File: src/shared/frg_consts.svh
// Register offsets, field positions, reset values and timing counts.
`ifndef FRG_CONSTS_SVH
`define FRG_CONSTS_SVH
`define FRG_ADDR_W 4
`define FRG_NUM_REGS 11
`define FRG_REG_READBACK 4'hf
`define FRG_N_INT_LSB 4
`define FRG_N_FRAC_LSB 12
`define FRG_TX_RX_BIT 27
`define FRG_LPF_BW_LSB 22
`define FRG_PA_EN_BIT 4
`define FRG_MOD_SEL_LSB 6
`define FRG_PA_PWR_LSB 9
`define FRG_MOD_NUM_LSB 15
`define FRG_PA_BIAS_LSB 30
`define FRG_MOD_FSK 3'h0
`define FRG_OS_DIV_LSB 4
`define FRG_SEQ_DIV_LSB 18
`define FRG_LNA_NOISE_POWER_SELECT_BIT 15
`define FRG_MIXER_BIT 18
`define FRG_CAL_START_BIT 19
`define FRG_CAL_DIV_LSB 20
`define FRG_AGC_LOW_LSB 4
`define FRG_AGC_HIGH_LSB 11
`define FRG_AGC_AUTO_A_BIT 18
`define FRG_AGC_AUTO_B_BIT 19
`define FRG_STEP_A_LSB 20
`define FRG_FG_MAN_LSB 22
`define FRG_SETTLE_LSB 4
`define FRG_RST_R2 32'h4000_0000
`define FRG_RST_R3 32'h00c8_0000
`define FRG_RST_R9 32'h00b2_31e0
`define FRG_RST_R10 32'h0000_00a0
`define FRG_GAIN_TOP 3'h5
`define FRG_RSSI_LEVELS 80
`define FRG_CLK_PERIOD_NS 5
`define FRG_CAL_TIME_NS 200000
`define FRG_CAL_CYCLES (`FRG_CAL_TIME_NS / `FRG_CLK_PERIOD_NS)
`endif

File: src/shared/frg_pkg.sv
// Types shared by the radio gain control block.
package frg_pkg;
  typedef enum logic [0:0] {FRG_AGC_TRACK, FRG_AGC_SETTLE} frg_agc_state_t;

  typedef struct packed {
    logic [3:0] addr;
    logic [31:0] wdata;
    logic wr;
    logic rd;
  } frg_bus_t;

  typedef struct packed {
    logic pa_enable;
    logic [5:0] pa_power;
    logic [1:0] pa_bias;
    logic [2:0] mod_select;
    logic lna_short_switch;
    logic lna_noise_power_select;
    logic mixer_current_linearity_select;
    logic [1:0] step_a;
    logic [1:0] channel_filter_gain_step;
    logic [1:0] lpf_bandwidth;
    logic [8:0] lpf_cal_divider;
  } frg_rf_ctrl_t;

  typedef struct packed {
    logic [10:0][31:0] regs;
    logic [31:0] rdata;
    logic [15:0] cal_cnt;
    logic cal_busy;
    frg_agc_state_t agc;
    logic [2:0] gain_idx;
    logic [15:0] wait_cnt;
    logic [6:0] rssi;
    logic [22:0] divider;
    logic [3:0] os_cnt;
    logic os_clk;
  } frg_state_t;
endpackage

File: src/logic/frg_gain_control.sv
// Digital control core of the FSK transceiver: keying, front end, AGC.
// Behaviour
// - Transmit keys divider between centre and deviated values.
// - Deviation is PFD times modulation number over 2^14.
// - Modulation field selects scheme; one code is FSK.
// - Output power field, independent of data pin.
// - Two-bit field sets amplifier bias current.
// - Clear bit powers down transmit output stage.
// - Transmit selection closes short switch across LNA.
// - One bit picks LNA noise or power mode.
// - One bit picks mixer current or linearity mode.
// - Step_a from user or gain loop.
// - Two bits choose filter bandwidth 300/450/600 kHz.
// - Start bit runs self-timed 200 us calibration.
// - Filter gain manual three levels, else automatic.
// - RSSI flash converted to 80 levels, seven bits.
// - Offset clock is crystal divided by 4/8/16.
// - Gain loop active when both auto bits clear.
// - Low and high seven-bit gain thresholds.
// - Wait settle delay times sequencer divisor after change.
// - Gain codes reported in readback.
//
// Strobed register access and the address map are this design's own decisions.
`include "frg_consts.svh"
`timescale 1ns/1ps
`default_nettype none

module frg_gain_control #(
  parameter int CAL_CYCLES = `FRG_CAL_CYCLES
) (
  input wire logic clock,
  input wire logic sys_rst,
  input wire logic chip_enable,
  input wire frg_pkg::frg_bus_t bus,
  output logic [31:0] rdata,
  input wire logic tx_data_line,
  input wire logic [`FRG_RSSI_LEVELS-2:0] rssi_comparators,
  output logic [22:0] synth_divider,
  output frg_pkg::frg_rf_ctrl_t rf_ctrl,
  output logic lpf_cal_busy,
  output logic agc_active,
  output logic baseband_offset_clock
);

  frg_pkg::frg_state_t s_r;
  frg_pkg::frg_state_t s_nxt;

  // Default register image; also loaded whenever the chip is disabled.
  function automatic logic [10:0][31:0] rst_regs();
    logic [10:0][31:0] r;
    r = '0;
    r[2] = `FRG_RST_R2;
    r[3] = `FRG_RST_R3;
    r[9] = `FRG_RST_R9;
    r[10] = `FRG_RST_R10;
    return r;
  endfunction

  // Counts tripped comparators of the thermometer-coded flash converter.
  function automatic logic [6:0] flash_code(
    input logic [`FRG_RSSI_LEVELS-2:0] t
  );
    logic [6:0] c;
    c = 7'h00;
    for (int i = 0; i < `FRG_RSSI_LEVELS - 1; i++) begin
      c = c + {6'h00, t[i]};
    end
    return c;
  endfunction

  // Gain ladder, lowest first: LNA code per step.
  function automatic logic [1:0] ladder_lna(input logic [2:0] idx);
    if (idx >= 3'h5) begin
      return 2'h3;
    end else if (idx >= 3'h2) begin
      return 2'h2;
    end else begin
      return idx[1:0];
    end
  endfunction

  // Gain ladder, lowest first: filter code per step.
  function automatic logic [1:0] ladder_fg(input logic [2:0] idx);
    if (idx >= 3'h4) begin
      return 2'h2;
    end else if (idx == 3'h3) begin
      return 2'h1;
    end else begin
      return 2'h0;
    end
  endfunction

  logic [31:0] r0, r2, r3, r6, r9, r10;
  logic [22:0] centre;
  logic [9:0] deviation;
  logic [8:0] mod_num;
  logic [6:0] thr_low, thr_high;
  logic [15:0] wait_load;
  logic [1:0] fg_manual;
  logic [1:0] lna_now, fg_now;
  logic [31:0] readback;

  // Field views of the live register image.
  assign r0 = s_r.regs[0];
  assign r2 = s_r.regs[2];
  assign r3 = s_r.regs[3];
  assign r6 = s_r.regs[6];
  assign r9 = s_r.regs[9];
  assign r10 = s_r.regs[10];
  assign centre = {r0[`FRG_N_INT_LSB +: 8], r0[`FRG_N_FRAC_LSB +: 15]};
  assign mod_num = r2[`FRG_MOD_NUM_LSB +: 9];
  // Fraction is in 2^-15 units, so doubling gives the 2^-14 step.
  assign deviation = (mod_num == 9'h000) ? 10'h002 : {mod_num, 1'b0};
  assign thr_low = r9[`FRG_AGC_LOW_LSB +: 7];
  assign thr_high = r9[`FRG_AGC_HIGH_LSB +: 7];
  // Auto is the cleared setting of both mode bits.
  assign agc_active = !r9[`FRG_AGC_AUTO_A_BIT] && !r9[`FRG_AGC_AUTO_B_BIT];
  // A zero product would stall nothing, so at least one cycle is waited.
  always_comb begin
    wait_load = 16'(r10[`FRG_SETTLE_LSB +: 8] * r3[`FRG_SEQ_DIV_LSB +: 8]);
    if (wait_load == 16'h0000) begin
      wait_load = 16'h0001;
    end
  end
  // The reserved fourth filter code falls back to the high level.
  assign fg_manual = (r9[`FRG_FG_MAN_LSB +: 2] == 2'h3) ? 2'h2
                   : r9[`FRG_FG_MAN_LSB +: 2];

  // Gain actually applied: ladder under the loop, user fields otherwise.
  assign lna_now = agc_active ? ladder_lna(s_r.gain_idx)
                 : r9[`FRG_STEP_A_LSB +: 2];
  assign fg_now = agc_active ? ladder_fg(s_r.gain_idx) : fg_manual;

  // Readback word: RSSI code, gain codes, calibration and loop status.
  assign readback = {19'h00000, agc_active, s_r.cal_busy, lna_now, fg_now,
                     s_r.rssi};

  // Next-state logic for the whole block.
  always_comb begin
    s_nxt = s_r;
    s_nxt.rdata = 32'h0000_0000;
    // Register file; disabling the chip erases it back to defaults.
    if (!chip_enable) begin
      s_nxt.regs = rst_regs();
    end else if (bus.wr && bus.addr < 4'(`FRG_NUM_REGS)) begin
      s_nxt.regs[bus.addr] = bus.wdata;
      // The start bit is a command and never reads back as set.
      if (bus.addr == 4'h6) begin
        s_nxt.regs[6][`FRG_CAL_START_BIT] = 1'b0;
      end
    end
    // Reads answer one cycle later; unmapped offsets read zero.
    if (bus.rd) begin
      if (bus.addr == `FRG_REG_READBACK) begin
        s_nxt.rdata = readback;
      end else if (bus.addr < 4'(`FRG_NUM_REGS)) begin
        s_nxt.rdata = s_r.regs[bus.addr];
      end
    end
    // Self-timed filter calibration; a repeat start while busy is ignored.
    if (s_r.cal_busy) begin
      if (s_r.cal_cnt == 16'h0000) begin
        s_nxt.cal_busy = 1'b0;
      end else begin
        s_nxt.cal_cnt = s_r.cal_cnt - 16'h0001;
      end
    end else if (chip_enable && bus.wr && bus.addr == 4'h6
                 && bus.wdata[`FRG_CAL_START_BIT]) begin
      s_nxt.cal_busy = 1'b1;
      s_nxt.cal_cnt = 16'(CAL_CYCLES - 1);
    end
    // RSSI digitised each cycle for readback and the gain loop.
    s_nxt.rssi = flash_code(rssi_comparators);
    // Frequency keying follows the data line only while transmitting FSK.
    if (!r0[`FRG_TX_RX_BIT] && r2[`FRG_MOD_SEL_LSB +: 3] == `FRG_MOD_FSK
        && tx_data_line) begin
      s_nxt.divider = 23'(centre + {13'h0000, deviation});
    end else begin
      s_nxt.divider = centre;
    end
    // Offset clock divider; the tap is picked from the divisor code.
    s_nxt.os_cnt = s_r.os_cnt + 4'h1;
    case (r3[`FRG_OS_DIV_LSB +: 2])
      2'h0: s_nxt.os_clk = s_r.os_cnt[1];
      2'h1: s_nxt.os_clk = s_r.os_cnt[2];
      default: s_nxt.os_clk = s_r.os_cnt[3];
    endcase
    // Gain loop: one step per decision, then a settling wait.
    if (!agc_active) begin
      s_nxt.agc = frg_pkg::FRG_AGC_TRACK;
      s_nxt.gain_idx = `FRG_GAIN_TOP;
      s_nxt.wait_cnt = 16'h0000;
    end else begin
      case (s_r.agc)
        frg_pkg::FRG_AGC_TRACK: begin
          if (s_r.rssi < thr_low && s_r.gain_idx < `FRG_GAIN_TOP) begin
            s_nxt.gain_idx = s_r.gain_idx + 3'h1;
            s_nxt.wait_cnt = wait_load;
            s_nxt.agc = frg_pkg::FRG_AGC_SETTLE;
          end else if (s_r.rssi > thr_high && s_r.gain_idx != 3'h0) begin
            s_nxt.gain_idx = s_r.gain_idx - 3'h1;
            s_nxt.wait_cnt = wait_load;
            s_nxt.agc = frg_pkg::FRG_AGC_SETTLE;
          end
        end
        frg_pkg::FRG_AGC_SETTLE: begin
          if (s_r.wait_cnt <= 16'h0001) begin
            s_nxt.wait_cnt = 16'h0000;
            s_nxt.agc = frg_pkg::FRG_AGC_TRACK;
          end else begin
            s_nxt.wait_cnt = s_r.wait_cnt - 16'h0001;
          end
        end
        default: begin
          s_nxt.agc = frg_pkg::FRG_AGC_TRACK;
        end
      endcase
    end
  end

  // State register; reset loads constants only.
  always_ff @(posedge clock or posedge sys_rst) begin
    if (sys_rst) begin
      s_r <= '0;
      s_r.regs[2] <= `FRG_RST_R2;
      s_r.regs[3] <= `FRG_RST_R3;
      s_r.regs[9] <= `FRG_RST_R9;
      s_r.regs[10] <= `FRG_RST_R10;
      s_r.gain_idx <= `FRG_GAIN_TOP;
    end else begin
      s_r <= s_nxt;
    end
  end

  // Outputs from state flip-flops; the gain step outputs pass through the ladder or user-field decode.
  assign rdata = s_r.rdata;
  assign synth_divider = s_r.divider;
  assign lpf_cal_busy = s_r.cal_busy;
  assign baseband_offset_clock = s_r.os_clk;
  assign rf_ctrl.pa_enable = r2[`FRG_PA_EN_BIT];
  assign rf_ctrl.pa_power = r2[`FRG_PA_PWR_LSB +: 6];
  assign rf_ctrl.pa_bias = r2[`FRG_PA_BIAS_LSB +: 2];
  assign rf_ctrl.mod_select = r2[`FRG_MOD_SEL_LSB +: 3];
  assign rf_ctrl.lna_short_switch = !r0[`FRG_TX_RX_BIT];
  assign rf_ctrl.lna_noise_power_select = r6[`FRG_LNA_NOISE_POWER_SELECT_BIT];
  assign rf_ctrl.mixer_current_linearity_select = r6[`FRG_MIXER_BIT];
  assign rf_ctrl.step_a = lna_now;
  assign rf_ctrl.channel_filter_gain_step = fg_now;
  assign rf_ctrl.lpf_bandwidth = s_r.regs[1][`FRG_LPF_BW_LSB +: 2];
  assign rf_ctrl.lpf_cal_divider = r6[`FRG_CAL_DIV_LSB +: 9];
endmodule

`default_nettype wire

File: config.mk
export PLATFORM = sky130hd
export DESIGN_NAME = frg_gain_control
export DESIGN_NICKNAME = d
export VERILOG_FILES = /design/src/shared/frg_pkg.sv /design/src/logic/frg_gain_control.sv
export VERILOG_INCLUDE_DIRS = /design/src /design/src/shared
export SDC_FILE = /design/constraint.sdc
export NUM_CORES = 1
export LEC_CHECK = 0
export ABC_AREA = 1
export BUFFER_PORTS_ARGS = -buffer_cell sky130_fd_sc_hd__buf_4
export CORE_ASPECT_RATIO = 1.2
export CORE_MARGIN = 3
export CORE_UTILIZATION = 60
export DETAILED_ROUTE_END_ITERATION = 10
export PLACE_DENSITY_LB_ADDON = 0.05
export SYNTH_ARGS = -nofsm -noshare
export SYNTH_HDL_FRONTEND = slang
export SYNTH_SLANG_ARGS = --single-unit
File: constraint.sdc
create_clock -name clock -period 19.27 [get_ports clock]
set_clock_uncertainty 0.15 [all_clocks]
set_input_delay 1.927 -clock clock [delete_from_list [all_inputs] [get_ports clock]]
set_output_delay 1.927 -clock clock [all_outputs]
set_load 0.02 [all_outputs]
==> results.toml <==
[yosys]
synth.most_common_cell = "inv_1"
synth_ff_type = "dfrtp_1"
synth_area_leader_cell = "dfrtp_1"
synth_nets = 3215
synth-edff-count = 0
async_flop_share = 1.00
synth-seq-cells = 456
ys_top_cells_by_count = "inv_1, o22ai_1, dfrtp_1, nand2_1, o21ai_0"
syn_inst = 2908
synth_cell_types = 47
avgSynthCellArea_um2 = 8.77
synth_top_area_share = 0.430
ys_seq_area_frac = 0.448
ys_warn_count = 0
synthTopCellsByArea = "dfrtp_1, o22ai_1, inv_1"
mappedNetlistArea_um2 = 25500

[clocking]
cts_tree = "built"
clockBufferDepth = 3
cts_hold_buf = 0
worstSkewPairLatency_ns = 0.61
post_cts_resized = 0
cts_root_buf = "clkbuf_16"
numCtsBuffers = 47
cts_max_level = 2
path_clk_slew_ns = 0.06
post_cts_buffers = 0
clkSinkCount = 456

[placement]
dp_hpwl_um = 52300
gp_congestion = 0.915
place_ws_ns = 11.34
port_buffers = 208

[cells_and_area]
fin_nets = 3248
area_growth_pct = 10.9
diodes = 0
drive_above_1_share = 0.119

[grt]
grt_pass1_vias = 21697
grt_max_degree = 103
grt_pass1_wl_um = 121000
antenna_found_initial = 0
gr-usage-all-layers = 0.342
overflow = 0

[die]
initial_utilization = 0.610
die_w_um = 194
boundaryPins = 209
die_h_um = 232
core_area_um2 = 41900
die_area_um2 = 45000
num_rows = 82

[timing]
worst_pin_slew_ns = 1.22
rsz0062_at_grt = "no"
post-route-period-util = 0.380
period_minus_slack_ns = 7.32
finalSetupTns_ns = 0
relSlewSlack = 0.184
max_freq_ghz = 0.137
final_max_slew_viol_count = 0
final-setup-viol-count = 0
fin_ws_ns = 11.95
hold_viol_final = 0

[power]
share_comb_of_total_power = 0.403
p_clk_frac = 0.280
power_density_nw_per_um2 = 120
leakage_uw = 0.0138
p_seq_frac = 0.317
internal-power_uw = 2130
vdd_drop_max_uv = 342
power_switching_uw = 1260
p_sw_frac = 0.371

[worst_setup_path]
crit_path_end_kind = "flip-flop"
cp_data_arrival_time_ns = 7.65
critPathRequiredTime_ns = 19.60
start_kind = "primary input"
crit_path_max_fanout = 2
crit_type = "primary input to flip-flop"

[detailed_routing]
dr.pass1.iters = 6
drtIter0Drc = 2488
via_per_inst = 6.13
drc = 0
ant_nets = 0
routedWlPerCell_um = 22.1
via_count = 21595
wirelength_um = 77900

[run]
maxCapViolCount = 0

[run_status]
outcome = "finished clean"

[min_path]
hp-class = "flip-flop to flip-flop"
## layout make-up
cell class,count,area (µm²)
sequential,456,11400
tap,546,683
inverter,612,2300
timing repair buffer,237,1780
clock buffer,68,1370
fill,3504,13600
multi-input combinational,1587,10500
clock inverter,18,243
## registers in the layout (all words and copies together), names as in the netlist
signal and flops:
r10 32, r2 32, rdata 32, r3 32, r6 32, s_r 198, synth_divider 23, readback 7
r9 32, r0 32, baseband_offset_clock 1, lpf_cal_busy 1, rf_ctrl 2
## metal layers
metal	GRT usage	wire, µm	up-vias
met1	0.443	29800	10600
met5	0	0	-
met2	0.562	36700	1186
met4	0.167	4220	0
met3	0.0628	7120	241
li1	-	-	9568
## path summary, 6_finish.rpt
path                                 startpoint               endpoint  slack [ns]  cells past startpoint
max in group asynchronous               sys_rst  baseband_offset_clock       15.39                      4
setup reg to reg                         r10[6]                s_r[35]       14.46                     21
hold / removal                           r0[12]       synth_divider[0]        0.28                      0
min in group asynchronous               sys_rst       synth_divider[2]        1.29                      2
setup / recovery           rssi_comparators[41]            readback[6]       11.95                     23
hold reg to reg                          r0[12]       synth_divider[0]        0.28                      0
## power by group through the flow
stage / Sequential, µW / Clock (µW) / Combinational [µW]
6_report: 1070 / 947 / 1370
5_1_grt: 1080 / 991 / 1600
4_1_cts: 1070 / 955 / 1380
3_5_place_dp: 1090 / 0 / 1370
3_3_place_gp: 1090 / 0 / 1280
2_1_floorplan: 1070 / 0 / 1080
## per-stage QoR
stage	total power [µW]	std cells	hold WS [ns]	util	instance area (µm²)
final	3390	3524	0.284	0.676	28300
after detailed placement	2460	3438	0.255	0.638	26700
after CTS	3400	3524	0.270	0.676	28300
after global placement	2370	3438	0.252	0.638	26700
after floorplan	2150	2908	0.204	-	25500
after global routing	3660	3524	0.278	0.676	28300
## placed cells by master, fill, tap and decap left out, drive strengths merged, types with 5 or more instances in the layout
cell type | netlist | routed
nand2 | 375 | 375
o211ai | 21 | 21
o22ai | 450 | 450
nor2 | 96 | 96
nand3 | 99 | 99
dfrtp | 438 | 438
clkinv | 2 | 13
a41oi | 6 | 6
or2 | 5 | 5
o21ai | 179 | 179
clkbuf | 109 | 68
fa | 105 | 105
inv | 610 | 611
buf | 144 | 237
dfstp | 18 | 18
a22oi | 16 | 16
nor3 | 20 | 20
xor2 | 28 | 28
a21oi | 54 | 54
ha | 81 | 81
o221ai | 5 | 5
nand4 | 16 | 16
## cells by family after synthesis
group           count (synthesis)  share of synthesized area
simple gates                  620                      0.101
xor+xnor                       32                     0.0110
buf+inv                       865                      0.141
flops                         456                      0.448
compound gates                749                      0.176
fa+ha+maj                     186                      0.122
## critical path, cell delays in order
cell and delay [ns]:
buf_4 0.12, fa_1 0.54, inv_1 0.05, fa_1 0.50, inv_1 0.05, fa_1 0.50
inv_1 0.05, fa_1 0.47, inv_1 0.05, fa_1 0.53, fa_1 0.43, fa_1 0.49
inv_1 0.05, fa_1 0.47, inv_1 0.05, fa_1 0.40, fa_1 0.42, a21oi_1 0.15
nor2_1 0.07, nor2_1 0.09, nor2_1 0.06, nor2_1 0.10, o21bai_1 0.07
(Power assumes the default switching activity.)
